==> src/design/keyed_wdt_map.svh <==
// Purpose: register offsets, fields, reset values and counts of the keyed watchdog
// Assumes: 8-bit register port, one word per offset
// Notes: definitions only
`ifndef KEYED_WDT_MAP_SVH
`define KEYED_WDT_MAP_SVH

`define WDT_ADDR_W 2
`define WDT_OFS_CTRL 2'h0
`define WDT_OFS_SYS 2'h1
`define WDT_OFS_IRQ_STAT 2'h2
`define WDT_OFS_IRQ_MASK 2'h3

`define WDT_CTRL_POR 8'h53
`define WDT_KEY_ON 5'h0A
`define WDT_KEY_OFF 5'h15

`define WDT_SYS_KEEP_ON_BIT 7
`define WDT_SYS_LVR_BIT 2
`define WDT_SYS_LVS_BIT 1
`define WDT_SYS_KEY_FAULT_BIT 0
`define WDT_SYS_WMASK 8'h86

`define WDT_IRQ_OVF_BIT 0
`define WDT_IRQ_KEY_BIT 1
`define WDT_IRQ_SLEEP_BIT 2

`define WDT_CNT_W 18
`define WDT_KEY_FAULT_TICKS 2'h3

`endif

==> src/design/keyed_wdt_pkg.sv <==
// Purpose: types shared by the keyed watchdog
// Assumes: nothing
// Notes: constants live in keyed_wdt_map.svh
package keyed_wdt_pkg;

   typedef struct packed {
      logic [4:0] enable_key;
      logic [2:0] period_select;
   } wdt_ctrl_type;

   typedef struct packed {
      logic [1:0] addr;
      logic [7:0] wdata;
      logic wr;
      logic rd;
   } reg_req_type;

   typedef enum logic [1:0] {
      WDT_IDLE,
      WDT_COUNT,
      WDT_HALTED
   } wdt_state_type;

endpackage

==> src/design/keyed_watchdog_timer.sv <==
// Purpose: keyed watchdog timer counting low-speed rc periods
// Assumes: cpu strobes are single-cycle and synchronous to i_clk_sys
// Notes: resets leave as one-cycle pulses for the reset controller
// Functional notes
// - count rc source through 2^8..2^18 divider
// - period select maps eight codes to timeouts
// - always mode: either legal key runs
// - program mode: 10101 off, 01010 on
// - illegal key resets device on the third tick, after 2-3 periods
// - key reset sets fault flag, software clears
// - control register powers up as 0x53
// - normal overflow resets device, sets timeout
// - sleep overflow clears only pc and sp
// - reset, clear or stop clears counter
// - stop with watchdog off halts it
`timescale 1ns/1ps
`include "keyed_wdt_map.svh"
module keyed_watchdog_timer #(
   parameter int CNT_W = `WDT_CNT_W
) (
   input wire logic i_clk_sys,
   input wire logic i_rst,
   input wire logic i_low_speed_rc_osc,
   input wire logic i_cfg_always_en,
   input wire logic i_clear_watchdog_instruction,
   input wire logic i_halt,
   input wire logic i_low_power,
   input wire logic [1:0] i_addr,
   input wire logic [7:0] i_wdata,
   input wire logic i_wr,
   input wire logic i_rd,
   output logic [7:0] o_rdata,
   output logic o_dev_rst,
   output logic o_pc_sp_clr,
   output logic o_timeout_flag,
   output logic o_power_down_flag,
   output logic o_idle_sysclk_keep_on,
   output logic o_irq
);
   keyed_wdt_pkg::wdt_ctrl_type ctrl_ff;
   keyed_wdt_pkg::reg_req_type req;
   keyed_wdt_pkg::wdt_state_type state_ff;
   logic [CNT_W-1:0] cnt_ff;
   logic [1:0] fault_cnt_ff;
   logic [7:0] sys_ff;
   logic [2:0] irq_stat_ff;
   logic [2:0] irq_mask_ff;
   logic tick;
   logic key_legal;
   logic wdt_on;
   logic ovf_now;
   logic key_rst_now;
   logic clr_evt;
   logic [CNT_W-1:0] term;
   logic [2:0] irq_set;

   function automatic logic [4:0] period_shift(input logic [2:0] sel);
      logic [4:0] s;
      s = 5'h08;
      case (sel)
         3'h0: s = 5'h08;
         3'h1: s = 5'h0A;
         3'h2: s = 5'h0C;
         3'h3: s = 5'h0E;
         3'h4: s = 5'h0F;
         3'h5: s = 5'h10;
         3'h6: s = 5'h11;
         default: s = 5'h12;
      endcase
      return s;
   endfunction

   function automatic logic is_legal(input logic [4:0] key);
      return (key == `WDT_KEY_ON) || (key == `WDT_KEY_OFF);
   endfunction

   assign req = '{addr: i_addr, wdata: i_wdata, wr: i_wr, rd: i_rd};

   // rc oscillator is asynchronous, synchronised first
   low_speed_rc_osc_tick_gen u_tick (
      .i_clk_sys(i_clk_sys),
      .i_rst(i_rst),
      .i_low_speed_rc_osc(i_low_speed_rc_osc),
      .o_tick(tick)
   );

   // either legal key enables in always mode
   // program mode needs the on key
   always_comb begin
      key_legal = is_legal(ctrl_ff.enable_key);
      if (i_cfg_always_en) begin
         wdt_on = key_legal;
      end else begin
         wdt_on = (ctrl_ff.enable_key == `WDT_KEY_ON);
      end
   end

   // terminal count is 2^n - 1 source periods
   assign term = CNT_W'((CNT_W+1)'(1) << period_shift(ctrl_ff.period_select)) - CNT_W'(1);
   assign ovf_now = tick && (state_ff == keyed_wdt_pkg::WDT_COUNT) && (cnt_ff == term);
   // third tick after the bad key gives 2-3 periods
   assign key_rst_now = tick && !key_legal && (fault_cnt_ff == `WDT_KEY_FAULT_TICKS - 2'h1);
   // clear instruction and stop both clear
   assign clr_evt = i_clear_watchdog_instruction || i_halt;

   // stop with watchdog off freezes it until wake
   always_ff @(posedge i_clk_sys) begin
      if (i_rst) begin
         state_ff <= keyed_wdt_pkg::WDT_IDLE;
      end else begin
         case (state_ff)
            keyed_wdt_pkg::WDT_IDLE: begin
               if (i_halt && !wdt_on) begin
                  state_ff <= keyed_wdt_pkg::WDT_HALTED;
               end else if (wdt_on) begin
                  state_ff <= keyed_wdt_pkg::WDT_COUNT;
               end
            end
            keyed_wdt_pkg::WDT_COUNT: begin
               if (!wdt_on) begin
                  state_ff <= i_halt ? keyed_wdt_pkg::WDT_HALTED : keyed_wdt_pkg::WDT_IDLE;
               end
            end
            keyed_wdt_pkg::WDT_HALTED: begin
               if (!i_low_power && !i_halt) begin
                  state_ff <= keyed_wdt_pkg::WDT_IDLE;
               end
            end
            default: state_ff <= keyed_wdt_pkg::WDT_IDLE;
         endcase
      end
   end

   // counter cleared by reset, clear or stop
   // restarts from zero toward current timeout
   always_ff @(posedge i_clk_sys) begin
      if (i_rst) begin
         cnt_ff <= '0;
      end else if (clr_evt || ovf_now || state_ff != keyed_wdt_pkg::WDT_COUNT) begin
         cnt_ff <= '0;
      end else if (tick) begin
         cnt_ff <= cnt_ff + CNT_W'(1);
      end
   end

   // count rc ticks while the key stays illegal
   always_ff @(posedge i_clk_sys) begin
      if (i_rst || key_legal || key_rst_now) begin
         fault_cnt_ff <= 2'h0;
      end else if (tick) begin
         fault_cnt_ff <= fault_cnt_ff + 2'h1;
      end
   end

   // power-up value; a key reset restores it too
   always_ff @(posedge i_clk_sys) begin
      if (i_rst || key_rst_now) begin
         ctrl_ff <= `WDT_CTRL_POR;
      end else if (req.wr && req.addr == `WDT_OFS_CTRL) begin
         ctrl_ff <= req.wdata;
      end
   end

   // fault flag: hardware sets, software writes 0
   always_ff @(posedge i_clk_sys) begin
      if (i_rst) begin
         sys_ff <= 8'h00;
      end else begin
         if (req.wr && req.addr == `WDT_OFS_SYS) begin
            sys_ff <= (req.wdata & `WDT_SYS_WMASK)
                      | (sys_ff & i_wdata & 8'h01);
         end
         if (key_rst_now) begin
            sys_ff[`WDT_SYS_KEY_FAULT_BIT] <= 1'b1;
         end
      end
   end

   // normal overflow resets the whole device
   // overflow in sleep or idle clears pc and sp only
   always_ff @(posedge i_clk_sys) begin
      if (i_rst) begin
         o_dev_rst <= 1'b0;
         o_pc_sp_clr <= 1'b0;
      end else begin
         o_dev_rst <= (ovf_now && !i_low_power) || key_rst_now;
         o_pc_sp_clr <= ovf_now && i_low_power;
      end
   end

   // timeout flag set on overflow; set wins over clear
   always_ff @(posedge i_clk_sys) begin
      if (i_rst) begin
         o_timeout_flag <= 1'b0;
         o_power_down_flag <= 1'b0;
      end else begin
         if (ovf_now) begin
            o_timeout_flag <= 1'b1;
         end else if (clr_evt) begin
            o_timeout_flag <= 1'b0;
         end
         if (i_halt) begin
            o_power_down_flag <= 1'b1;
         end else if (i_clear_watchdog_instruction) begin
            o_power_down_flag <= 1'b0;
         end
      end
   end

   // events are sticky; a write of one clears unless the event repeats
   always_comb begin
      irq_set = 3'h0;
      irq_set[`WDT_IRQ_OVF_BIT] = ovf_now && !i_low_power;
      irq_set[`WDT_IRQ_KEY_BIT] = key_rst_now;
      irq_set[`WDT_IRQ_SLEEP_BIT] = ovf_now && i_low_power;
   end

   always_ff @(posedge i_clk_sys) begin
      if (i_rst) begin
         irq_stat_ff <= 3'h0;
         irq_mask_ff <= 3'h0;
      end else begin
         if (req.wr && req.addr == `WDT_OFS_IRQ_STAT) begin
            irq_stat_ff <= (irq_stat_ff & ~req.wdata[2:0]) | irq_set;
         end else begin
            irq_stat_ff <= irq_stat_ff | irq_set;
         end
         if (req.wr && req.addr == `WDT_OFS_IRQ_MASK) begin
            irq_mask_ff <= req.wdata[2:0];
         end
      end
   end

   // registered, so the line trails the status bit by one cycle
   always_ff @(posedge i_clk_sys) begin
      if (i_rst) begin
         o_irq <= 1'b0;
      end else begin
         o_irq <= |(irq_stat_ff & irq_mask_ff);
      end
   end

   // read data stands only in the cycle after the strobe
   always_ff @(posedge i_clk_sys) begin
      if (i_rst || !req.rd) begin
         o_rdata <= 8'h00;
      end else if (req.addr == `WDT_OFS_CTRL) begin
         o_rdata <= ctrl_ff;
      end else if (req.addr == `WDT_OFS_SYS) begin
         o_rdata <= sys_ff;
      end else if (req.addr == `WDT_OFS_IRQ_STAT) begin
         o_rdata <= {5'h00, irq_stat_ff};
      end else begin
         o_rdata <= {5'h00, irq_mask_ff};
      end
   end

   always_ff @(posedge i_clk_sys) begin
      if (i_rst) begin
         o_idle_sysclk_keep_on <= 1'b0;
      end else begin
         o_idle_sysclk_keep_on <= sys_ff[`WDT_SYS_KEEP_ON_BIT];
      end
   end
endmodule // keyed_watchdog_timer

==> src/design/low_speed_rc_osc_tick_gen.sv <==
// Purpose: turn the low-speed rc oscillator pin into a one-cycle tick
// Assumes: oscillator far slower than i_clk_sys
// Notes: tick marks each rising edge after a two-stage synchroniser
`timescale 1ns/1ps
module low_speed_rc_osc_tick_gen (
   input wire logic i_clk_sys,
   input wire logic i_rst,
   input wire logic i_low_speed_rc_osc,
   output logic o_tick
);
   logic meta_ff;
   logic sync_ff;
   logic prev_ff;

   always_ff @(posedge i_clk_sys) begin
      if (i_rst) begin
         meta_ff <= 1'b0;
         sync_ff <= 1'b0;
         prev_ff <= 1'b0;
         o_tick <= 1'b0;
      end else begin
         meta_ff <= i_low_speed_rc_osc;
         sync_ff <= meta_ff;
         prev_ff <= sync_ff;
         o_tick <= sync_ff & ~prev_ff;
      end
   end
endmodule // low_speed_rc_osc_tick_gen

==> config.mk <==
export PLATFORM = sky130hd
export DESIGN_NAME = keyed_watchdog_timer
export DESIGN_NICKNAME = d
export VERILOG_FILES = /design/src/design/keyed_wdt_pkg.sv /design/src/design/keyed_watchdog_timer.sv /design/src/design/low_speed_rc_osc_tick_gen.sv
export VERILOG_INCLUDE_DIRS = /design/src /design/src/design
export SDC_FILE = /design/constraint.sdc
export NUM_CORES = 1
export LEC_CHECK = 0
export BUFFER_PORTS_ARGS = -buffer_cell sky130_fd_sc_hd__buf_2
export CORE_UTILIZATION = 45
export CTS_CLUSTER_SIZE = 24
export DETAILED_ROUTE_END_ITERATION = 16
export PLACE_DENSITY = 0.65
export SLEW_MARGIN = 10
export SYNTH_ARGS = -nofsm -noshare
export SYNTH_HDL_FRONTEND = slang
export SYNTH_HIERARCHICAL = 1
export SYNTH_SLANG_ARGS = --single-unit
export TNS_END_PERCENT = 20
==> constraint.sdc <==
create_clock -name i_clk_sys -period 2.4 [get_ports i_clk_sys]
set_clock_uncertainty 0.15 [all_clocks]
set_input_delay 0.12 -clock i_clk_sys [delete_from_list [all_inputs] [get_ports i_clk_sys]]
set_output_delay 0.12 -clock i_clk_sys [all_outputs]
set_load 0.01 [all_outputs]
==> results of run 1 <==
## report_power, final
group,internal (uW),switching (uW)
registers,981,15.7
clock network,610,378
logic,63.7,64.9
total,1650,458
## path summary, 6_finish.rpt
check,startpoint,end,slack [ns]
worst max register to register,ctrl_ff[1],cnt_ff[0],0.39
worst min register to register,u_tick/prev_ff,u_tick/o_tick,0.26
worst min-delay path,i_cfg_always_en,state_ff[0],0.04
worst max-delay path,ctrl_ff[1],cnt_ff[0],0.39
## Yosys cell counts, drive strengths merged (5+ instances only)
cell    instances
a211oi         16
a21oi          12
and2            5
and3            8
buf            10
clkbuf          9
dfxtp          58
inv            10
mux2i          15
nand2          17
nand3          11
nand4           7
nor2           20
nor2b           5
nor3           10
nor4            5
o21ai           7
xnor2          11
xor2            6
## through the flow
step / hold WS [ns] / total power (uW) / setup WS [ns] / utilization (%) / std cells
finish: 0.0368 / 2110 / 0.388 / 57.8 / 410
global route: 0.0710 / 2190 / 0.258 / 57.8 / 410
CTS: 0.0278 / 2130 / 0.414 / 57.8 / 410
detailed placement: 0.186 / 1130 / 0.424 / 51.5 / 380
global placement: 0.189 / 1130 / 0.434 / 51.5 / 380
floorplan: 0.0407 / 1090 / 0.556 / - / 288
## sequential cells by signal (all words and copies together), names as in the netlist
register and flops:
o_rdata 8, o_idle_sysclk_keep_on 1, o_pc_sp_clr 1, u_tick/sync_ff 1, o_timeout_flag 1, irq_stat_ff 3
cnt_ff 18, o_dev_rst 1, irq_mask_ff 3, state_ff 2, u_tick/prev_ff 1, ctrl_ff 8
o_power_down_flag 1, fault_cnt_ff 2, o_irq 1, u_tick/o_tick 1, u_tick/meta_ff 1, sys_ff 4
## routing by layer
metal	track usage, %	part of all wire [%]	vias up
li1	-	-	1147
met1	29.4	51	1092
met2	31.1	43	60
met5	0	0	-
met4	8.55	1.2	0
met3	4.11	5.0	10
## worst max-delay path, cell delays in order (launching register included)
cell and delay (ns):
dfxtp_1 0.42, or4_4 0.52, o22ai_2 0.22, and3_1 0.19, buf_4 0.23, a211oi_1 0.12
## final cells by class
type | instances | area, um^2
repair buffers | 53 | 353
clock inverters | 5 | 77.6
multi-input cells | 201 | 1400
inverters | 10 | 37.5
flip-flops and latches | 58 | 1160
clock buffers | 11 | 141
fillers | 505 | 2380
well taps | 72 | 90.1
## cell families after synthesis
family                   count (synthesis)  share of synthesized area [%]
AND/OR/NAND/NOR                        108                           22.2
AO/OA/AOI/OAI                           55                           14.7
buffers and inverters                   29                           5.44
XOR/XNOR                                17                           5.49
adder cells (fa/ha/maj)                  3                           1.38
multiplexers                            18                           8.03
flip-flops                              58                           42.8
==> results.toml, run 1 <==
[die]
die_area_um2 = 6340
chipWidth_um = 79.6
io_pins = 33
core_um2 = 5640
rows = 27
initial_core_util_pct = 48.1
die_h_um = 79.6

[grt]
grt_pass1_vias = 2173
grt_pass1_wl_um = 10200
antenna_found_initial = 0
track_usage_pct = 20.9
gr-total-overflow = 0
grt_max_degree = 29

[timing]
timing.final.crit_share_pct = 83.8
relSlewSlack_pct = 56.8
finalSetupTns_ns = 0
worst_pin_slew_ns = 0.646
final-setup-viol-count = 0
fmax_mhz = 497
rsz0062_at_grt = "no"
min_period_ns = 2.01
finalHoldViolCount = 0
finalMaxSlewViolations = 0

[critical_path]
critPathCaptureType = "flip-flop"
crit_type = "flip-flop to flip-flop"
r2r_cells = 5
arrival_ns = 2.03
critical_path.max_fanout = 18
required_ns = 2.42
startpoint_type = "flip-flop"

[pwr]
power.density_nw_per_um2 = 647
vdd_drop_max_v = 0.000375
leakage_uw = 0.00128

[logic_synthesis]
postSynthAreaPerCell_um2 = 9.41
synth-seq-cells = 58
synthArstFlopShare_pct = 0
synth-edff-count = 0
synth_top_area_share_pct = 42.8
syn_area_um2 = 2710
yosysSeqAreaShare_pct = 42.8
synth_top_area_cell = "dfxtp_1"
yosysWarnings = 6
synthFlopType = "dfxtp_1"
synthesis.instances = 288
syn_nets = 310
yosysUniqueCellTypes = 52
synth.area.top_cells = "dfxtp_1 (43%), mux2i_1 (5.5%), a211oi_1 (4.4%)"

[place]
port_buffers = 32
hpwl_um = 4200
post_dp_cell_area_um2 = 2900
routabilityCongestion = 0.837

[detailed_routing]
firstDrtPassIters = 4
ant_nets = 0
wl_per_cell_um = 14.8
vias = 2309
drc_errors = 0
viasPerCell = 5.63
routed_wirelength_um = 6070
drtIter0Drc = 170

[cts]
cts_setup_buffers = 0
clkTransAtPathRegs_ns = 0.07
clkLatencyLatePin_ns = 0.32
cts_resized = 0
cts_buffers = 9
cts_tree = "built"
root_buffer = "clkbuf_8"
clock-sinks = 58
cts-htree-levels = 3
cts_hold_buf = 14
clockBufferDepth = 2

[layout]
final_common_cell = "dfxtp_1"
diodes = 0
stdcell_area_um2 = 3260
syn_to_final_growth_pct = 20.4
final_cell_mix = "dfxtp_1 (58), buf_2 (32), nor2_1 (20), nand2_1 (17), a211oi_1 (16)"
nets = 355
layout-drive-gt1-share_pct = 18.9

[min_path]
hold_class = "primary input to flip-flop"
hold_depth = 3

[outcome]
status = "complete, no violations"

[run]
maxCapViolations = 0
Power figures use the tool's default switching activity.
==> inputs of run 2 (changes only) <==
--- a/config.mk
+++ b/config.mk
@@ -10,7 +10,7 @@
 export CORE_UTILIZATION = 45
 export CTS_CLUSTER_SIZE = 24
 export DETAILED_ROUTE_END_ITERATION = 16
-export PLACE_DENSITY = 0.65
+export PLACE_DENSITY = 0.68
 export SLEW_MARGIN = 10
 export SYNTH_ARGS = -nofsm -noshare
 export SYNTH_HDL_FRONTEND = slang
==> constraint.sdc (replaced) <==
create_clock -name i_clk_sys -period 1.8 [get_ports i_clk_sys]
set_clock_uncertainty 0.15 [all_clocks]
set_input_delay 0.09 -clock i_clk_sys [delete_from_list [all_inputs] [get_ports i_clk_sys]]
set_output_delay 0.09 -clock i_clk_sys [all_outputs]
set_load 0.01 [all_outputs]
==> run 2 against run 1 <==
Effect of this change: non-clock buffer count rose by 31; critical path type unchanged; critical path depth grew 1; routed wire length up 13%; critical endpoint is now cnt_ff[7]; setup slack worse by 0.36 ns; combinational power up 57%; power grew 36%; global-route usage is 1.0 points higher; core utilization grew 7.6 points; cell count rose by 7.8%; die area unchanged; first-iteration DRC count increased by 22%.
==> results.toml, run 2 (synthesized netlist as in run 1, its figures left out) <==
[grt]
gr-total-overflow = 0
track_usage_pct = 21.9
grt_max_degree = 23
antenna_found_initial = 0
grt_pass1_vias = 2279
grt_pass1_wl_um = 10500

[run]
maxCapViolations = 0

[critical_path]
crit_chain = "nand4_1, buf_4, a2111oi_4, o211a_4, clkbuf_16, a211oi_1"
r2r_slack_ns = 0.03
crit_type = "flip-flop to flip-flop"
r2r_cells = 6
slowest_stage = "a2111oi_4"
arrival_ns = 1.84
startpoint_type = "flip-flop"
slowest_delay_ns = 0.39
critical_path.max_fanout = 11
reg2reg_from = "cnt_ff[6]"
required_ns = 1.87
critPathCaptureType = "flip-flop"
timing.rr.end = "cnt_ff[7]"

[cts]
cts_tree = "built"
clock-sinks = 58
clkTransAtPathRegs_ns = 0.07
clkLatencyLatePin_ns = 0.33
cts-htree-levels = 3
clockBufferDepth = 2
cts_buffers = 9
root_buffer = "clkbuf_8"

[timing]
min_period_ns = 1.77
fmax_mhz = 564
relSlewSlack_pct = 70.2
finalSetupTns_ns = 0
timing.final.crit_share_pct = 98.4
final-setup-viol-count = 0
finalHoldViolCount = 0
finalWorstSetupSlack_ns = 0.0281
worst_pin_slew_ns = 0.442
rsz0062_at_grt = "yes"
finalMaxSlewViolations = 0

[layout]
final_common_cell = "dfxtp_1"
nFillCells = 424
diodes = 0
syn_to_final_growth_pct = 36.2
layout-drive-gt1-share_pct = 30.3
regArea_um2 = 1170
multi_input_area_um2 = 1520
reg_top3 = "cnt_ff (18), ctrl_ff (8), o_rdata (8)"
final_cell_mix = "dfxtp_1 (53), buf_2 (32), buf_4 (30), nor2_1 (20), dlygate4sd3_1 (18)"
largest_reg_flops = 18
regMostFlops = "cnt_ff"
nets = 387

[min_path]
whs_endpoint = "o_rdata[7]"
hp-start = "i_addr[0]"
hold_class = "primary input to flip-flop"
hold_depth = 3

[die]
initial_core_util_pct = 48.1
die_area_um2 = 6340
core_um2 = 5640
chipWidth_um = 79.6
io_pins = 33
rows = 27
die_h_um = 79.6

[place]
hpwl_um = 4470
port_buffers = 32
pre_cts_slack_ns = -0.150
routabilityCongestion = 0.889

[pwr]
vdd_drop_max_v = 0.000865
power.density_nw_per_um2 = 780
leakage_uw = 0.00146

[detailed_routing]
wl_per_cell_um = 15.6
viasPerCell = 5.60
firstDrtPassIters = 5
routed_wirelength_um = 6880
vias = 2473
ant_nets = 0
drc_errors = 0
drtIter0Drc = 207

[outcome]
status = "complete, no violations"
[run 2: routing by layer]
| metal | wire length, um | track usage, % |
|---|---|---|
| met1 | 3230 | 28.5 |
| met2 | 3180 | 34.9 |
| met3 | 337 | 5.49 |
| met4 | 131 | 8.36 |
| met5 | 0 | 0 |
[run 2: worst max path at each step]
stage          depth (start not counted)        endpoint  slack [ns]        from
3_3_place_gp                           5       cnt_ff[0]       -0.08   cnt_ff[0]
6_report                               6       cnt_ff[7]        0.03   cnt_ff[6]
2_1_floorplan                          7      cnt_ff[10]       0.006  ctrl_ff[0]
3_5_place_dp                           5       cnt_ff[0]       -0.15   cnt_ff[1]
4_1_cts                                5  o_timeout_flag       -0.03   cnt_ff[7]
5_1_grt                                6      cnt_ff[16]       -0.03   cnt_ff[0]
[run 2: repair_timing]
| item | in CTS | in global routing |
|---|---|---|
| hold buffers | 18 | 0 |
| cloned | 1 | 2 |
| pin swaps | 3 | 3 |
| setup endpoints to repair | 22 | 30 |
| buffers inserted | 0 | 2 |
| gates resized for setup | 5 | 19 |
| hold endpoints to repair | 28 | 0 |
[run 2: cell type report]
type | count | area share (%)
multi-input cells | 202 | 41.2
flip-flops and latches | 58 | 31.7
repair buffers | 84 | 17.5
clock buffers | 9 | 3.35
clock inverters | 7 | 2.78
well taps | 72 | 2.44
inverters | 10 | 1.02
[run 2: stage by stage]
stage                     util (%)  area, um^2  hold WS [ns]  power, uW  std cells
after floorplan                  -        2720        0.0107       1450        288
after global placement        55.0        3100         0.157       1510        403
after detailed placement      55.0        3100         0.160       1520        403
after CTS                     62.7        3540        0.0365       2890        438
after global routing          65.4        3690        0.0449       2970        442
final                         65.4        3690        0.0442       2880        442
[run 2: power breakdown]
part,switching [uW],internal (uW)
sequential,20.1,1310
combinational,99.3,103
clock,560,790
[run 2: worst max-delay path, delay by kind of cell (launching register included)]
family | cells | cell delay [ns]
buffers and inverters | 2 | 0.34
AOI/OAI and AO/OA | 3 | 0.74
and+or+nand+nor | 1 | 0.09
DFF | 1 | 0.34
